## config.mk

```make
export PLATFORM = sky130hd
export DESIGN_NAME = ntbms_csr
export DESIGN_NICKNAME = d
export VERILOG_FILES = /design/src/verilog/ntbms_csr.v /design/src/verilog/ntbms_xlate.v
export VERILOG_INCLUDE_DIRS = /design/src /design/src/verilog
export SDC_FILE = /design/constraint.sdc
export NUM_CORES = 1
export LEC_CHECK = 0
export BUFFER_PORTS_ARGS = -buffer_cell sky130_fd_sc_hd__buf_2
export CAP_MARGIN = 0
export CORE_MARGIN = 2
export CORE_UTILIZATION = 47
export DETAILED_ROUTE_END_ITERATION = 16
export HOLD_SLACK_MARGIN = 0.12
export PLACE_DENSITY = 0.81
export REMOVE_ABC_BUFFERS = 1
export SLEW_MARGIN = 20
export SYNTH_ARGS = -nofsm -noshare
export SYNTH_HDL_FRONTEND = slang
export SYNTH_HIERARCHICAL = 1
export SYNTH_SLANG_ARGS = --single-unit
```

## constraint.sdc

```tcl
create_clock -name core_clk -period 3.5 [get_ports core_clk]
set_clock_uncertainty 0.1 [all_clocks]
set_input_delay 0.175 -clock core_clk [delete_from_list [all_inputs] [get_ports core_clk]]
set_output_delay 0.175 -clock core_clk [all_outputs]
set_load 0.02 [all_outputs]
```

## src/verilog/ntbms_regs.vh

```
// Register offsets, field positions, reset values and access classes of the window setup CSRs
`ifndef NTBMS_REGS_VH
`define NTBMS_REGS_VH

// Word offsets (byte addresses)
`define NTBMS_OFF_RSVD0 12'h000
`define NTBMS_OFF_RSVD1 12'h004
`define NTBMS_OFF_DS2_XBASE 12'h008
`define NTBMS_OFF_DS2_SETUP 12'h00C
`define NTBMS_OFF_DS3_XBASE 12'h010
`define NTBMS_OFF_DS3_SETUP 12'h014
`define NTBMS_OFF_DS3_UPPER 12'h018
`define NTBMS_OFF_RSVD_LO 12'h01C
`define NTBMS_OFF_RSVD_HI 12'h030
`define NTBMS_OFF_US3_SETUP 12'h034

// Setup register field positions
`define NTBMS_SETUP_TYPE_BIT 0
`define NTBMS_SETUP_ATYPE_HI 2
`define NTBMS_SETUP_ATYPE_LO 1
`define NTBMS_SETUP_PF_BIT 3
`define NTBMS_SETUP_RSVD_HI 11
`define NTBMS_SETUP_RSVD_LO 4
`define NTBMS_SETUP_SIZE_HI 30
`define NTBMS_SETUP_SIZE_LO 12
`define NTBMS_SETUP_EN_BIT 31
`define NTBMS_XBASE_HI 31
`define NTBMS_XBASE_LO 12
`define NTBMS_UPPER_EN_BIT 31

// Reset values
`define NTBMS_RST_XBASE 20'h0_0000
`define NTBMS_RST_SIZE_DS 19'h0_0000
`define NTBMS_RST_SIZE_US 20'h0_0000
`define NTBMS_RST_ATYPE_DS 2'h0
`define NTBMS_RST_ATYPE_US 2'h1
`define NTBMS_RST_UPPER 32'h0000_0000

// Address type encodings
`define NTBMS_ATYPE_32 2'h0
`define NTBMS_ATYPE_64 2'h1

// Field access classes
`define NTBMS_CLS_RO 3'h0
`define NTBMS_CLS_ROS 3'h1
`define NTBMS_CLS_RW 3'h2
`define NTBMS_CLS_RWC 3'h3
`define NTBMS_CLS_RWS 3'h4
`define NTBMS_CLS_RWCS 3'h5

// Setup loader targets
`define NTBMS_LD_DS2 2'h0
`define NTBMS_LD_DS3 2'h1
`define NTBMS_LD_US3 2'h2

`endif

```

## src/verilog/ntbms_csr.v

```verilog
// Non-transparent bridge memory window setup and translation-base CSR block
`timescale 1ns/1ps
`include "ntbms_regs.vh"

// How it works
// - Both the primary and the secondary port, memory or I/O, can read and write the CSRs.
// - Fields are read-only or read/write; sticky and write-1-clear classes are defined but no field uses them.
// - Window 2 translated base sits in bits 31:12, bits 11:0 read zero, reset value zero.
// - Base bit 31 and the base bits the window size field selects replace address bits.
// - Window 3 has its own translated base in bits 31:12, sized by its setup, reset zero.
// - Bit 0 of every setup register reads zero, meaning memory space.
// - Address type in bits 2:1 is 00 for 32-bit, 01 for 64-bit, bus read-only downstream.
// - Bit 3 is the prefetchable flag, reset zero, bus-writable only upstream window 3.
// - Downstream size bits 30:12 select which base bits replace address bits, fixing the window size.
// - Bit 31 of a downstream setup register enables the window, reset disabled.
// - Window 3 upper setup is read/write: 30:0 size mask, 31 enables 64-bit base.
// - Upstream window 3 address type is read-only and resets to 64-bit.
// - Upstream window 3 bits 31:12 are a writable size mask, reset zero.
// - Setup bits 11:4 are reserved, read zero.
// - Offsets 01C..030 and 000..004 are reserved with no function.
module ntbms_csr
#(
  parameter AW = 12
)
(
  // Clock and resets
  input wire core_clk,
  input wire sys_rst,
  input wire hot_rst,
  // Primary port CSR access
  input wire pri_req,
  input wire pri_we,
  input wire [AW-1:0] pri_addr,
  input wire [3:0] pri_be,
  input wire [31:0] pri_wdata,
  output wire pri_ready,
  output reg pri_ack,
  output reg [31:0] pri_rdata,
  // Secondary port CSR access
  input wire sec_req,
  input wire sec_we,
  input wire [AW-1:0] sec_addr,
  input wire [3:0] sec_be,
  input wire [31:0] sec_wdata,
  output wire sec_ready,
  output reg sec_ack,
  output reg [31:0] sec_rdata,
  // Setup loader for bus read-only fields
  input wire ld_valid,
  input wire [1:0] ld_sel,
  input wire [31:0] ld_data,
  // Downstream transactions
  input wire [1:0] ds_hit,
  input wire [63:0] ds_addr,
  output wire [1:0] ds_out_valid,
  output wire [63:0] ds_out_addr,
  // Window state for the BAR decoders
  output reg [31:0] ds2_bar_mask,
  output reg [31:0] ds3_bar_mask,
  output reg [31:0] ds3_upper_mask,
  output reg [31:0] us3_bar_mask,
  output reg [3:0] win_en,
  output reg [2:0] win_prefetch,
  output reg [2:0] win_is64
);

  // Field classes of the stored registers
  localparam [2:0] CLS_XBASE = `NTBMS_CLS_RW;
  localparam [2:0] CLS_UPPER = `NTBMS_CLS_RW;
  localparam [2:0] CLS_US3 = `NTBMS_CLS_RW;

  // Access arbitration states (one-hot)
  localparam [1:0] ST_IDLE = 2'b01;
  localparam [1:0] ST_RESP = 2'b10;

  // Applies one write to a field according to its class
  function [31:0] cls_write;
    input [2:0] cls;
    input [31:0] old;
    input [31:0] wd;
    input [31:0] bm;
    begin
      case (cls)
        `NTBMS_CLS_RW, `NTBMS_CLS_RWS:
          cls_write = (old & ~bm) | (wd & bm);
        `NTBMS_CLS_RWC, `NTBMS_CLS_RWCS:
          cls_write = old & ~(wd & bm);
        default:
          cls_write = old;
      endcase
    end
  endfunction

  // Hot reset spares the sticky classes only
  function hot_clears;
    input [2:0] cls;
    begin
      case (cls)
        `NTBMS_CLS_ROS, `NTBMS_CLS_RWS, `NTBMS_CLS_RWCS:
          hot_clears = 1'b0;
        default:
          hot_clears = 1'b1;
      endcase
    end
  endfunction

  // Stored fields
  reg [19:0] ds2_xbase_r;
  reg [19:0] ds3_xbase_r;
  reg [1:0] ds2_atype_r;
  reg [1:0] ds3_atype_r;
  reg ds2_pf_r;
  reg ds3_pf_r;
  reg [18:0] ds2_size_r;
  reg [18:0] ds3_size_r;
  reg ds2_en_r;
  reg ds3_en_r;
  reg [31:0] ds3_upper_r;
  reg [1:0] us3_atype_r;
  reg us3_pf_r;
  reg [19:0] us3_size_r;
  reg [1:0] state_r;
  reg [1:0] state_nxt;

  // Selected access and decoded views
  wire acc_valid;
  wire acc_sec;
  wire acc_we;
  wire [AW-1:0] acc_addr;
  wire [31:0] acc_wdata;
  wire [31:0] acc_bm;
  wire [31:0] ds2_setup_v;
  wire [31:0] ds3_setup_v;
  wire [31:0] us3_setup_v;
  wire [31:0] ds2_xbase_v;
  wire [31:0] ds3_xbase_v;
  wire wr_ds2_xb;
  wire wr_ds3_xb;
  wire wr_ds3_up;
  wire wr_us3;
  wire soft_clr;
  reg [31:0] rd_mux;
  // Full-width write results; only the stored field is kept from each
  wire [31:0] ds2_xb_new;
  wire [31:0] ds3_xb_new;
  wire [31:0] us3_new;

  // Primary wins a same-cycle clash; secondary waits one access
  assign pri_ready = (state_r == ST_IDLE);
  assign sec_ready = (state_r == ST_IDLE) & ~pri_req;
  assign acc_sec = ~pri_req;
  assign acc_valid = (state_r == ST_IDLE) & (pri_req | sec_req);
  assign acc_we = acc_sec ? sec_we : pri_we;
  assign acc_addr = acc_sec ? sec_addr : pri_addr;
  assign acc_wdata = acc_sec ? sec_wdata : pri_wdata;
  assign acc_bm = acc_sec ? {{8{sec_be[3]}}, {8{sec_be[2]}}, {8{sec_be[1]}}, {8{sec_be[0]}}}
                          : {{8{pri_be[3]}}, {8{pri_be[2]}}, {8{pri_be[1]}}, {8{pri_be[0]}}};

  // Register views; reserved and read-only-zero bits are constants
  assign ds2_xbase_v = {ds2_xbase_r, 12'h000};
  assign ds3_xbase_v = {ds3_xbase_r, 12'h000};
  assign ds2_setup_v = {ds2_en_r, ds2_size_r, 8'h00, ds2_pf_r, ds2_atype_r, 1'b0};
  assign ds3_setup_v = {ds3_en_r, ds3_size_r, 8'h00, ds3_pf_r, ds3_atype_r, 1'b0};
  assign us3_setup_v = {us3_size_r, 8'h00, us3_pf_r, us3_atype_r, 1'b0};

  // Write strobes; only these offsets take bus writes
  assign wr_ds2_xb = acc_valid & acc_we & (acc_addr == `NTBMS_OFF_DS2_XBASE);
  assign wr_ds3_xb = acc_valid & acc_we & (acc_addr == `NTBMS_OFF_DS3_XBASE);
  assign wr_ds3_up = acc_valid & acc_we & (acc_addr == `NTBMS_OFF_DS3_UPPER);
  assign wr_us3 = acc_valid & acc_we & (acc_addr == `NTBMS_OFF_US3_SETUP);
  assign soft_clr = sys_rst | hot_rst;
  assign ds2_xb_new = cls_write(CLS_XBASE, ds2_xbase_v, acc_wdata, acc_bm);
  assign ds3_xb_new = cls_write(CLS_XBASE, ds3_xbase_v, acc_wdata, acc_bm);
  assign us3_new = cls_write(CLS_US3, us3_setup_v, acc_wdata, acc_bm);

  // Read decode; everything unlisted, reserved ranges included, reads zero
  always @*
  begin
    case (acc_addr)
      `NTBMS_OFF_DS2_XBASE: rd_mux = ds2_xbase_v;
      `NTBMS_OFF_DS2_SETUP: rd_mux = ds2_setup_v;
      `NTBMS_OFF_DS3_XBASE: rd_mux = ds3_xbase_v;
      `NTBMS_OFF_DS3_SETUP: rd_mux = ds3_setup_v;
      `NTBMS_OFF_DS3_UPPER: rd_mux = ds3_upper_r;
      `NTBMS_OFF_US3_SETUP: rd_mux = us3_setup_v;
      default: rd_mux = 32'h0000_0000;
    endcase
  end

  // Next access state
  always @*
  begin
    case (state_r)
      ST_IDLE: state_nxt = acc_valid ? ST_RESP : ST_IDLE;
      ST_RESP: state_nxt = ST_IDLE;
      default: state_nxt = ST_IDLE;
    endcase
  end

  // Access sequencer and answer registers
  always @(posedge core_clk)
  begin
    if (sys_rst)
    begin
      state_r <= ST_IDLE;
      pri_ack <= 1'b0;
      sec_ack <= 1'b0;
      pri_rdata <= 32'h0000_0000;
      sec_rdata <= 32'h0000_0000;
    end
    else
    begin
      state_r <= state_nxt;
      pri_ack <= acc_valid & ~acc_sec;
      sec_ack <= acc_valid & acc_sec;
      // Read data is captured for reads and writes alike; writes return zero
      if (acc_valid & ~acc_sec)
        pri_rdata <= acc_we ? 32'h0000_0000 : rd_mux;
      if (acc_valid & acc_sec)
        sec_rdata <= acc_we ? 32'h0000_0000 : rd_mux;
    end
  end

  // Translated bases, bus read/write
  always @(posedge core_clk)
  begin
    if (soft_clr & hot_clears(CLS_XBASE) | sys_rst)
    begin
      ds2_xbase_r <= `NTBMS_RST_XBASE;
      ds3_xbase_r <= `NTBMS_RST_XBASE;
    end
    else
    begin
      if (wr_ds2_xb)
        ds2_xbase_r <= ds2_xb_new[`NTBMS_XBASE_HI:`NTBMS_XBASE_LO];
      if (wr_ds3_xb)
        ds3_xbase_r <= ds3_xb_new[`NTBMS_XBASE_HI:`NTBMS_XBASE_LO];
    end
  end

  // Downstream setups: bus read-only, filled by the loader only
  always @(posedge core_clk)
  begin
    if (soft_clr)
    begin
      ds2_atype_r <= `NTBMS_RST_ATYPE_DS;
      ds3_atype_r <= `NTBMS_RST_ATYPE_DS;
      ds2_pf_r <= 1'b0;
      ds3_pf_r <= 1'b0;
      ds2_size_r <= `NTBMS_RST_SIZE_DS;
      ds3_size_r <= `NTBMS_RST_SIZE_DS;
      ds2_en_r <= 1'b0;
      ds3_en_r <= 1'b0;
    end
    else if (ld_valid & (ld_sel == `NTBMS_LD_DS2))
    begin
      ds2_atype_r <= ld_data[`NTBMS_SETUP_ATYPE_HI:`NTBMS_SETUP_ATYPE_LO];
      ds2_pf_r <= ld_data[`NTBMS_SETUP_PF_BIT];
      ds2_size_r <= ld_data[`NTBMS_SETUP_SIZE_HI:`NTBMS_SETUP_SIZE_LO];
      ds2_en_r <= ld_data[`NTBMS_SETUP_EN_BIT];
    end
    else if (ld_valid & (ld_sel == `NTBMS_LD_DS3))
    begin
      ds3_atype_r <= ld_data[`NTBMS_SETUP_ATYPE_HI:`NTBMS_SETUP_ATYPE_LO];
      ds3_pf_r <= ld_data[`NTBMS_SETUP_PF_BIT];
      ds3_size_r <= ld_data[`NTBMS_SETUP_SIZE_HI:`NTBMS_SETUP_SIZE_LO];
      ds3_en_r <= ld_data[`NTBMS_SETUP_EN_BIT];
    end
  end

  // Window 3 upper setup, bus read/write
  always @(posedge core_clk)
  begin
    if (soft_clr & hot_clears(CLS_UPPER) | sys_rst)
      ds3_upper_r <= `NTBMS_RST_UPPER;
    else if (wr_ds3_up)
      ds3_upper_r <= cls_write(CLS_UPPER, ds3_upper_r, acc_wdata, acc_bm);
  end

  // Upstream window 3 setup: size and prefetch by bus, type by loader only
  always @(posedge core_clk)
  begin
    if (soft_clr & hot_clears(CLS_US3) | sys_rst)
    begin
      us3_atype_r <= `NTBMS_RST_ATYPE_US;
      us3_pf_r <= 1'b0;
      us3_size_r <= `NTBMS_RST_SIZE_US;
    end
    else
    begin
      if (ld_valid & (ld_sel == `NTBMS_LD_US3))
        us3_atype_r <= ld_data[`NTBMS_SETUP_ATYPE_HI:`NTBMS_SETUP_ATYPE_LO];
      if (wr_us3)
      begin
        us3_pf_r <= acc_bm[`NTBMS_SETUP_PF_BIT] ?
                    acc_wdata[`NTBMS_SETUP_PF_BIT] : us3_pf_r;
        us3_size_r <= us3_new[`NTBMS_XBASE_HI:`NTBMS_XBASE_LO];
      end
    end
  end

  // Window summaries for the BAR decoders, registered
  always @(posedge core_clk)
  begin
    if (sys_rst)
    begin
      ds2_bar_mask <= 32'h0000_0000;
      ds3_bar_mask <= 32'h0000_0000;
      ds3_upper_mask <= 32'h0000_0000;
      us3_bar_mask <= 32'h0000_0000;
      win_en <= 4'h0;
      win_prefetch <= 3'h0;
      win_is64 <= 3'h0;
    end
    else
    begin
      // Bit 31 of a 32-bit base is always part of the base
      ds2_bar_mask <= {1'b1, ds2_size_r, 12'h000};
      ds3_bar_mask <= {1'b1, ds3_size_r, 12'h000};
      ds3_upper_mask <= {1'b0, ds3_upper_r[30:0]};
      us3_bar_mask <= {us3_size_r, 12'h000};
      win_en <= {ds3_upper_r[`NTBMS_UPPER_EN_BIT], 1'b1, ds3_en_r, ds2_en_r};
      win_prefetch <= {us3_pf_r, ds3_pf_r, ds2_pf_r};
      win_is64 <= {us3_atype_r == `NTBMS_ATYPE_64, ds3_atype_r == `NTBMS_ATYPE_64,
                   ds2_atype_r == `NTBMS_ATYPE_64};
    end
  end

  // Per-window translation
  wire [63:0] xl_mask;
  wire [63:0] xl_base;
  wire [1:0] xl_en;
  assign xl_mask = {{1'b1, ds3_size_r, 12'h000}, {1'b1, ds2_size_r, 12'h000}};
  assign xl_base = {ds3_xbase_v, ds2_xbase_v};
  assign xl_en = {ds3_en_r, ds2_en_r};

  genvar gi;
  generate
    for (gi = 0; gi < 2; gi = gi + 1)
    begin : g_win
      ntbms_xlate u_xlate
      (
        .core_clk(core_clk),
        .sys_rst(sys_rst),
        .win_en(xl_en[gi]),
        .win_mask(xl_mask[gi*32 +: 32]),
        .win_base(xl_base[gi*32 +: 32]),
        .req_hit(ds_hit[gi]),
        .req_addr(ds_addr[gi*32 +: 32]),
        .out_valid(ds_out_valid[gi]),
        .out_addr(ds_out_addr[gi*32 +: 32])
      );
    end
  endgenerate

endmodule // ntbms_csr

```

## src/verilog/ntbms_xlate.v

```verilog
// Downstream window address translator: swaps sized upper bits for the translated base
`timescale 1ns/1ps
`include "ntbms_regs.vh"

module ntbms_xlate
(
  // Clock and reset
  input wire core_clk,
  input wire sys_rst,
  // Window state from the CSRs
  input wire win_en,
  input wire [31:0] win_mask,
  input wire [31:0] win_base,
  // Incoming transaction
  input wire req_hit,
  input wire [31:0] req_addr,
  // Translated result
  output reg out_valid,
  output reg [31:0] out_addr
);

  wire take;
  wire [31:0] swapped;

  // A disabled window never claims a hit
  assign take = req_hit & win_en;
  // Masked bits from base, offset bits kept
  assign swapped = (win_base & win_mask) | (req_addr & ~win_mask);

  // Registered so the result is glitch free at the port
  always @(posedge core_clk)
  begin
    if (sys_rst)
    begin
      out_valid <= 1'b0;
      out_addr <= 32'h0000_0000;
    end
    else
    begin
      out_valid <= take;
      out_addr <= take ? swapped : req_addr;
    end
  end

endmodule // ntbms_xlate
```

* Word level (Yosys, flattened, before mapping) *
Index checks and enable logic that the tools add are counted.

storage, ports and cells
  register bits = 413
  latch bits = 0
  memory bits (writable) = 0
  bits in read-only memories = 0
  input port bits = 204
  output and inout port bits = 272
  logic and storage cells = 101
  memories = 0

cells by class
  add/sub/neg operators = 0
  multipliers = 0
  divide/modulo/power cells = 0
  $lt $le $gt $ge = 0
  eq/ne operators = 12
  shift-type cells = 0
  multiplexer cells = 12
  bitwise operators = 38
  reduce and logical (&&, ||, !) cells = 4

operators by type and width
  cell                                            count
  AND 32 bit                                      9
  two-way mux 32 bit                              7
  OR 32 bit                                       6
  one-hot mux 32 bit (6 select lines)             1
  inverter 32 bit                                 3
  == test 12 x 5 -> 1 bit, second input constant  3
  == test 12 x 4 -> 1 bit, second input constant  2
  AND 1 bit                                       14
  == test 12 x 6 -> 1 bit, second input constant  1
  two-way mux 12 bit                              1
  == test 2 x 1 -> 1 bit, second input constant   5
  AND reduction 2 bit                             2
  two-way mux 3 bit                               1
  inverter 1 bit                                  3
  OR 1 bit                                        3
  == test 2 bit, second input constant            1
  zero test 2 bit                                 1
  two-way mux 2 bit                               1
  OR reduction 2 bit                              1
  two-way mux 1 bit                               1

* Logic depth before layout (Yosys ltp) *
Gate-level depths: netlist of run 1.

  word-level depth = 5
  depth in mapped cells = 10
  mapped depth without buffers = 6

* By module *
Netlist of run 1, hierarchy kept.

modules (own cells, without submodules)
  module       instances  cells an instance  area an instance (um^2)  seq. area each (um^2)
  ntbms_csr    1          1,208              11,483.5                 6,165.9
  ntbms_xlate  2          178                1,879.3                  660.6

* Least setup slack after synthesis of run 1 *
OpenSTA, ideal clock, no wires.

  path type = input -> register
  from = in pri_addr[9]
  to = reg with a tool-made name
  setup time = 0.079 ns
  data arrival time = 1.992 ns
  data required time = 3.321 ns
  path slack = 1.328 ns
  stages = 9
  path through = or4b_1 o22a_1 nor4_4 buf_6 and2_4 buf_6 buf_6 nor2_1 a211oi_2

RTL lines
  element      line            RTL
  from (decl)  ntbms_csr.v:33  input wire [AW-1:0] pri_addr,

==> reports/results.md, run 1 <==
Critical path
* **Worst Setup Start Kind** primary input
* **register-to-register setup slack** 1.13 ns
* **Data arrival, critical path** 2.95 ns
* **Setup Crit Path Kind** in2reg
* **Critical path origin** pri_req
* **CP required** 3.81 ns
* **peak fanout along the critical path** 22
* **Critical Path Sink Type** flip-flop
* **launching point of the worst reg2reg path** state_r[1]

Placed design
* **count of input and output buffers** 429
* **half-perimeter wire length after detailed placement** 34420 µm
* **post-place instance area** 0.01748 mm²
* **number of cells after detailed placement** 2359
* **Final Wtd Congestion** 0.8669

Power
* **PD cells** 459.0 mW/mm²
* **worst voltage drop across the vdd grid** 0.3535 mV
* **cell internal pwr** 7.102 mW
* **Comb pwr share** 0.095
* **power consumption** 9.361 mW
* **sw frac** 0.2414
* **total leakage power** 8.928 nW
* **share of power burned in the clock network** 0.442
* **Psw** 2.259 mW
* **proportion of power drawn by flip-flops and latches** 0.464

Global route
* **largest net degree at the start of global routing** 160
* **total congestion overflow after global routing** 0
* **global-route wire length before repair** 81820 µm
* **number of antenna violations at the first check in global routing** 3
* **GRT Overall Usage** 0.3137
* **number of global-route vias before repair** 14.70k

Synth
* **leading register cell type out of synthesis** sky130_fd_sc_hd__dfxtp_1
* **cell types with the highest counts after synthesis** sky130_fd_sc_hd__dfxtp_1 (374), sky130_fd_sc_hd__nand2_1 (173), sky130_fd_sc_hd__nand2b_1 (130)
* **synthesized area per cell** 9.746 µm²
* **Mapped Cells** 1564
* **warning count from the yosys run** 6
* **Synth area leaders** sky130_fd_sc_hd__dfxtp_1 (49%), sky130_fd_sc_hd__mux2i_1 (7.4%), sky130_fd_sc_hd__nand2b_1 (5.3%), sky130_fd_sc_hd__nand2_1 (4.3%), sky130_fd_sc_hd__nand3_2 (3.8%)
* **count leader, synth** sky130_fd_sc_hd__dfxtp_1
* **sequential-to-total area share from yosys stat** 0.4912
* **leading area contributor after synthesis** sky130_fd_sc_hd__dfxtp_1
* **post-synthesis cell area** 0.01524 mm²
* **synthesized flop and latch total** 374
* **fraction of synthesis flops using an asynchronous set or reset pin** 0
* **number of enable flip-flop cells after synthesis** 0
* **share of Yosys cell area claimed by the top area cell type** 0.4912
* **Netlist cell types** 59

Detailed routing
* **Total Routed Length** 55100 µm
* **number of DRC violations after detailed routing** 0
* **count of nets left with antenna violations after detail routing** 0
* **count of TritonRoute iterations in the first routing pass** 6
* **Via Count** 14.43k
* **via-per-instance ratio** 5.564
* **post-DR wirelength/cell** 21.25 µm
* **Iter 0 DRT Violations** 1104

STA
* **Post-Route Hold Slack** 0.1510 ns
* **Final Hold Viols** 0
* **Max Fclk** 379.3 MHz
* **share of the clock period used by the worst path after layout** 0.7532
* **final-report max-slew violation count** 0
* **unrepaired setup endpoints after global routing** false
* **transition time of the tightest slew-check pin** 1.152 ns
* **number of setup violations in the final report** 0
* **Sum Neg Setup Slack** 0 ns
* **headroom to the max-slew limit** 0.2319
* **crit path time final** 2.636 ns

Clock tree
* **clk buf depth** 3
* **number of buffers inserted during clock tree synthesis** 40
* **buffers inserted by post-CTS timing repair** 0
* **maximum level of the CTS H-tree** 2
* **Worst-Skew Late Latency** 0.53 ns
* **clock sink count** 374
* **Clk pin slew, worst setup/hold paths** 0.06 ns
* **CTS Root Cell** sky130_fd_sc_hd__clkbuf_16
* **CTS tree** done

Finish
* **footprint of the flip-flops and latches** 0.007490 mm²
* **multi-input gate area in the final layout** 0.007003 mm²
* **Post-Layout Inst Area** 0.02040 mm²
* **# nets final** 2367
* **final non-filler cell total** 2593
* **count of filler cells inserted in the layout** 2431
* **relative area change from synthesis to final layout** 33.81%
* **fraction of final layout cells sized beyond drive strength 1** 0.2814

Floorplanning
* **die height** 184.1 µm
* **die area** 0.03389 mm²
* **num rows** 65
* **Placeable Area** 0.03172 mm²
* **die span in x** 184.1 µm
* **# IOs** 476
* **initial standard-cell utilization of the core** 0.4806

Run
* **Max Cap Violations** 0

Outcome
* **result of the run** finished, final reports clean

Worst hold path
* **kind of path behind the tightest hold check** in2reg
* **startpoint of the most critical hold path** pri_be[0]

[placed cells by master, fill, tap and decap left out, drive strengths merged, types with 57 or more instances in the layout]
cell type / n
buf: 464
dfxtp: 374
nand2: 173
dlygate4sd3: 164
nand2b: 130
mux2i: 113
nor2: 91
nor2b: 87
conb: 87
nand3: 71
a21oi: 68
clkbuf: 57
[power groups by stage]
stage	sequential, mW	clock [mW]	combinational (mW)
floorplan	4.49	0	0.260
global route	4.34	4.34	0.934
detailed placement	4.43	0	0.692
global placement	4.43	0	0.676
finish	4.34	4.13	0.887
CTS	4.34	4.17	0.853
[metrics by stage]
stage	util	worst slack (ns)
floorplan	-	0.6586
global placement	0.5511	0.4735
detailed placement	0.5512	0.3800
CTS	0.6429	0.9276
global route	0.6430	0.7554
finish	0.6430	0.8638
[cell families (layout without fill, tap and decap cells)]
family / after synthesis / count (layout) / share of synthesized area
AND/OR/NAND/NOR: 602 / 602 / 0.2213
flip-flops: 374 / 374 / 0.4912
AO/OA/AOI/OAI: 292 / 292 / 0.1305
buffers and inverters: 168 / 708 / 0.07265
multiplexers: 126 / 126 / 0.08381
other: 2 / 89 / 0.0004927
[routing by layer]
metal,vias up,GRT usage,share of wire
met5,-,0,0.00020
met4,2,0.1862,0.059
met3,231,0.07013,0.096
met2,957,0.5346,0.48
met1,6788,0.3607,0.37
li1,6449,-,-
[timing repair]
action,4_1_cts,5_1_grt
hold buffers,164,0
gates resized for setup,0,0
hold endpoints to repair,246,0
setup endpoints to repair,0,0
[worst max-delay path, cell delays in order]
cell and delay (ns):
sky130_fd_sc_hd__buf_4 0.28, sky130_fd_sc_hd__or4b_1 0.53, sky130_fd_sc_hd__o22ai_2 0.33, sky130_fd_sc_hd__and4_2 0.57
sky130_fd_sc_hd__and2_1 0.64, sky130_fd_sc_hd__nor2_1 0.08, sky130_fd_sc_hd__a211oi_1 0.28
[worst paths after layout]
check,end,depth (start not counted)
min,us3_pf_r,6
max reg2reg,flip-flop,6
min reg2reg,sec_rdata[27],2
max,flip-flop,7
[final cells by class]
| type | instances | share of cell area |
|---|---|---|
| multi-input cells | 1107 | 0.3434 |
| diodes | 2 | 0.0002454 |
| flip-flops and latches | 374 | 0.3672 |
| well taps | 402 | 0.02466 |
| inverters | 12 | 0.002208 |
| repair buffers | 628 | 0.2003 |
| clock buffers | 57 | 0.05619 |
| clock inverters | 11 | 0.005828 |
Power figures use the tool's default switching activity.
==> run 2, diff against run 1 <==
- clock period: 3.5 -> 2.6 ns (I/O delays scaled with it)
==> reports/results.md, run 2 (synthesized netlist as in run 1, its figures left out) <==
Outcome
* **result of the run** finished, final reports clean

Global route
* **number of antenna violations at the first check in global routing** 5
* **most used routing layer in global routing** met2
* **total congestion overflow after global routing** 0
* **GR Util met1** 0.3642
* **GRT met2 Usage** 0.5443
* **number of global-route vias before repair** 14.88k
* **GRT met3 Usage** 0.06933
* **global-route wire length before repair** 82320 µm
* **GRT Overall Usage** 0.3169
* **largest net degree at the start of global routing** 142

Power
* **share of power burned in the clock network** 0.458
* **total leakage power** 9.299 nW
* **Psw** 3.113 mW
* **Comb pwr share** 0.096
* **proportion of power drawn by flip-flops and latches** 0.447
* **cell internal pwr** 9.966 mW
* **worst voltage drop across the vdd grid** 0.4867 mV
* **sw frac** 0.2380
* **PD cells** 617.8 mW/mm²

Finish
* **# nets final** 2421
* **relative area change from synthesis to final layout** 38.90%
* **commonest cells after routing, fill and taps aside** sky130_fd_sc_hd__buf_2 (427), sky130_fd_sc_hd__dfxtp_1 (372), sky130_fd_sc_hd__dlygate4sd3_1 (191)
* **final non-filler cell total** 2652
* **final standard cell utilization of the core** 0.6675
* **leading cell type in the layout, fill and taps excluded** sky130_fd_sc_hd__buf_2
* **count of filler cells inserted in the layout** 2316
* **fraction of final layout cells sized beyond drive strength 1** 0.2885

Critical path
* **Reg2Reg Depth** 7
* **Data arrival, critical path** 2.75 ns
* **worst flop-to-flop path endpoint** us3_pf_r
* **Critical Path Sink Type** flip-flop
* **Setup Crit Path Kind** in2reg
* **CP required** 2.89 ns
* **register-to-register setup slack** 0.52 ns
* **launching point of the worst reg2reg path** state_r[1]
* **Worst Setup Start Kind** primary input
* **peak fanout along the critical path** 20

Worst hold path
* **cell count of the worst hold path** 5
* **kind of path behind the tightest hold check** in2reg
* **startpoint of the most critical hold path** sec_be[0]
* **worst min-delay path endpoint** us3_pf_r

STA
* **unrepaired setup endpoints after global routing** false
* **final-report max-slew violation count** 0
* **headroom to the max-slew limit** 0.4228
* **Final Hold Viols** 0
* **Post-Route Hold Slack** 0.1509 ns
* **Sum Neg Setup Slack** 0 ns
* **share of the clock period used by the worst path after layout** 0.9450
* **number of setup violations in the final report** 0
* **Max Fclk** 407.0 MHz
* **transition time of the tightest slew-check pin** 0.8658 ns
* **crit path time final** 2.457 ns
* **minimum setup slack in the final design** 0.1431 ns

Detailed routing
* **post-DR wirelength/cell** 21.04 µm
* **Total Routed Length** 55800 µm
* **Via Count** 14.58k
* **Iter 0 DRT Violations** 1146
* **number of DRC violations after detailed routing** 0
* **via-per-instance ratio** 5.497
* **count of nets left with antenna violations after detail routing** 0
* **count of TritonRoute iterations in the first routing pass** 5

Clock tree
* **Clk pin slew, worst setup/hold paths** 0.06 ns
* **clk buf depth** 3
* **clock sink count** 374
* **buffers inserted by post-CTS timing repair** 0
* **CTS Root Cell** sky130_fd_sc_hd__clkbuf_16
* **CTS tree** done
* **maximum level of the CTS H-tree** 2
* **number of buffers inserted during clock tree synthesis** 40
* **Worst-Skew Late Latency** 0.53 ns

Floorplanning
* **die span in x** 184.1 µm
* **# IOs** 476
* **die area** 0.03389 mm²
* **initial standard-cell utilization of the core** 0.4806
* **Placeable Area** 0.03172 mm²
* **num rows** 65
* **die height** 184.1 µm

Placed design
* **count of input and output buffers** 429
* **half-perimeter wire length after detailed placement** 35350 µm
* **number of cells after detailed placement** 2386
* **Final Wtd Congestion** 0.8949
* **post-place setup slack** -0.1193 ns

Run
* **Max Cap Violations** 0

==> run 2: cell count changes in the layout (fill, tap and decap cells not counted), sizes merged <==
cell         delta
clkbuf          -1
buf            +27
clkinv          +1
diode           +2
dlygate4sd3    +27
bufinv          +3
==> run 2: per-stage QoR <==
stage | cell area, µm² | power, mW
3_3_place_gp | 17870 | 6.904
5_1_grt | 21170 | 13.41
6_report | 21170 | 13.08
4_1_cts | 21160 | 13.04
2_1_floorplan | 14500 | 6.395
3_5_place_dp | 17870 | 6.918
==> run 2: worst max-delay path by stage <==
stage | slack (ns) | start | endpoint | cells past startpoint
3_5_place_dp | -0.12 | pri_req | flip-flop | 10
3_3_place_gp | -0.02 | pri_req | flip-flop | 10
6_report | 0.14 | pri_req | us3_pf_r | 8
5_1_grt | 0.1 | pri_req | us3_pf_r | 8
2_1_floorplan | -0.20 | pri_addr[9] | sec_rdata[0] | 6
4_1_cts | 0.12 | pri_req | us3_pf_r | 8
==> run 2: critical path, cell delays in order <==
cell and delay (ns):
sky130_fd_sc_hd__buf_4 0.18, sky130_fd_sc_hd__buf_4 0.40, sky130_fd_sc_hd__buf_6 0.33, sky130_fd_sc_hd__mux2_2 0.38, sky130_fd_sc_hd__dlygate4sd3_1 0.59, sky130_fd_sc_hd__nor2_1 0.11, sky130_fd_sc_hd__dlygate4sd3_1 0.57, sky130_fd_sc_hd__nor3_1 0.05
==> run 2: final cells by class <==
class	count	area, µm²	area share
Sequential cell	374	7490	0.3538
Multi-Input combinational cell	1107	6998	0.3305
Timing Repair Buffer	682	4750	0.2243
Clock buffer	56	1162	0.05490
Tap cell	402	503.0	0.02376
Clock inverter	15	214.0	0.01011
Inverter	12	45.04	0.002128
Antenna cell	4	10.01	0.0004728
==> run 2: repair_timing <==
action	CTS	global route
endpoints found under the hold margin	243	0
resized for setup	0	1
endpoints found under the setup margin	0	1
hold buffers	191	0
==> run 2: power by group through the flow <==
stage	logic, mW	clock network [mW]	registers, mW
2_1_floorplan	0.350	0	6.04
3_3_place_gp	0.943	0	5.96
3_5_place_dp	0.956	0	5.96
4_1_cts	1.20	6.00	5.84
5_1_grt	1.31	6.25	5.84
6_report	1.25	5.99	5.84
==> run 2: routing by layer <==
metal	vias to the layer above	wire length [µm]
li1	6579	-
met1	6859	20800
met2	912	26830
met3	226	4959
met4	2	3185
met5	-	13
==> run 3, diff against run 2 <==
- CORE_AREA: not set -> 2 2 187 189
- CORE_MARGIN: 2 -> not set
- CORE_UTILIZATION: 47 -> not set
- DIE_AREA: not set -> 0 0 189 191
- GPL_ROUTABILITY_DRIVEN: not set -> 1
- PLACE_DENSITY: 0.81 -> 0.78
==> reports/results.md, run 3 (synthesized netlist as in run 1, its figures left out) <==
Outcome
* **result of the run** finished, final reports clean

Finish
* **leading cell type in the layout, fill and taps excluded** sky130_fd_sc_hd__buf_2
* **fraction of final layout cells sized beyond drive strength 1** 0.2920
* **# nets final** 2420
* **relative area change from synthesis to final layout** 38.76%
* **commonest cells after routing, fill and taps aside** sky130_fd_sc_hd__buf_2 (427), sky130_fd_sc_hd__dfxtp_1 (372), sky130_fd_sc_hd__dlygate4sd3_1 (182)
* **final standard cell utilization of the core** 0.6199
* **number of inserted diodes** 0

Global route
* **global-route wire length before repair** 80160 µm
* **most used routing layer in global routing** met2
* **number of global-route vias before repair** 14.28k
* **GRT Overall Usage** 0.2885
* **largest net degree at the start of global routing** 142
* **GR Util met1** 0.3374
* **number of antenna violations at the first check in global routing** 1
* **total congestion overflow after global routing** 0
* **GRT met2 Usage** 0.5020
* **GRT met3 Usage** 0.06517

Clock tree
* **CTS tree** done
* **number of buffers inserted during clock tree synthesis** 40
* **clk buf depth** 3
* **maximum level of the CTS H-tree** 2
* **Clk pin slew, worst setup/hold paths** 0.06 ns
* **CTS Root Cell** sky130_fd_sc_hd__clkbuf_16
* **post_cts resized** 0
* **Worst-Skew Late Latency** 0.52 ns
* **buffers inserted by post-CTS timing repair** 0
* **clock sink count** 374
* **Hold Buf Count CTS** 182

Run
* **Max Cap Violations** 0

Critical path
* **Worst Setup Start Kind** flip-flop
* **cell family contributing the most delay on the critical path** buffers and inverters
* **Data arrival, critical path** 2.59 ns
* **ordered cell list for the critical path** buf_4 > nand3_2 > mux2i_1 > dlygate4sd3_1
* **cell with the largest stage delay on the worst path** sky130_fd_sc_hd__dfxtp_2
* **CP required** 2.91 ns
* **peak fanout along the critical path** 23
* **stage delay of the slowest cell on the critical path** 0.86 ns
* **Setup Crit Path Kind** reg2reg
* **number of buffers and inverters on the critical path** 2
* **Critical Path Sink Type** flip-flop

Floorplanning
* **Placeable Area** 0.03412 mm²
* **num rows** 68
* **die area** 0.03610 mm²
* **initial standard-cell utilization of the core** 0.4468
* **# IOs** 476
* **die span in x** 189 µm
* **die height** 191 µm

Detailed routing
* **Via Count** 14.34k
* **via-per-instance ratio** 5.313
* **number of DRC violations after detailed routing** 0
* **Iter 0 DRT Violations** 1271
* **Total Routed Length** 54510 µm
* **count of TritonRoute iterations in the first routing pass** 5
* **count of nets left with antenna violations after detail routing** 0
* **post-DR wirelength/cell** 20.21 µm

Placed design
* **post-place setup slack** -0.03344 ns
* **Final Wtd Congestion** 0.8918
* **count of input and output buffers** 429
* **half-perimeter wire length after detailed placement** 35860 µm

STA
* **crit path time final** 2.282 ns
* **Max Fclk** 438.3 MHz
* **minimum setup slack in the final design** 0.3182 ns
* **Final Hold Viols** 0
* **unrepaired setup endpoints after global routing** false
* **number of setup violations in the final report** 0
* **headroom to the max-slew limit** 0.4392
* **final-report max-slew violation count** 0
* **share of the clock period used by the worst path after layout** 0.8776
* **transition time of the tightest slew-check pin** 0.8411 ns

Power
* **total leakage power** 9.265 nW
* **worst voltage drop across the vdd grid** 0.4082 mV
* **PD cells** 607.5 mW/mm²

Worst hold path
* **kind of path behind the tightest hold check** in2reg

run 3: final timing paths:
| path | from | cells past startpoint | to | slack (ns) |
|---|---|---|---|---|
| setup / recovery | ds2_en_r | 4 | g_win[0].u_xlate/out_addr[16] | 0.32 |
| hold / removal | ds_hit[1] | 3 | g_win[1].u_xlate/out_addr[25] | 0.15 |
| setup reg to reg | ds2_en_r | 4 | g_win[0].u_xlate/out_addr[16] | 0.32 |
| hold reg to reg | sec_rdata[30] | 2 | sec_rdata[30] | 0.35 |
run 3: worst reg2reg max path: stages (launching register included):
cell                            delay [ns]
sky130_fd_sc_hd__dfxtp_2              0.86
sky130_fd_sc_hd__buf_4                0.39
sky130_fd_sc_hd__nand3_2              0.11
sky130_fd_sc_hd__mux2i_1              0.15
sky130_fd_sc_hd__dlygate4sd3_1        0.57
run 3: routing by layer:
metal	vias to the layer above	part of all wire
met5	-	0.00015
li1	6570	-
met3	157	0.093
met4	2	0.047
met2	828	0.48
met1	6778	0.38
run 3: final cells by class:
| cell class | count | area [µm²] |
|---|---|---|
| clock buffers | 58 | 1190 |
| clock inverters | 11 | 142.6 |
| fillers | 2726 | 12970 |
| inverters | 12 | 45.04 |
| multi-input cells | 1107 | 7010 |
| flip-flops and latches | 374 | 7490 |
| well taps | 455 | 569.3 |
| repair buffers | 681 | 4703 |
run 3: through the flow:
| step | cells | instance area (µm²) | total power, mW | hold WS (ns) | TNS [ns] |
|---|---|---|---|---|---|
| finish | 2698 | 21150 | 12.85 | 0.1466 | 0 |
| global route | 2698 | 21150 | 13.24 | 0.1440 | 0 |
| CTS | 2698 | 21150 | 12.87 | 0.1217 | 0 |
| detailed placement | 2447 | 17990 | 6.933 | 0.2837 | -0.1108 |
| global placement | 2447 | 17990 | 6.916 | 0.2768 | 0 |
| floorplan | 1493 | 14500 | 6.395 | 0.1016 | -3.530 |
run 3: report_power, final:
| group | total, mW | internal (mW) | leakage, nW | switching (mW) |
|---|---|---|---|---|
| clock | 5.77 | 3.47 | 0.640 | 2.30 |
| combinational | 1.24 | 0.536 | 5.59 | 0.707 |
| sequential | 5.84 | 5.81 | 3.03 | 0.0355 |
| total | 12.8 | 9.81 | 9.27 | 3.04 |
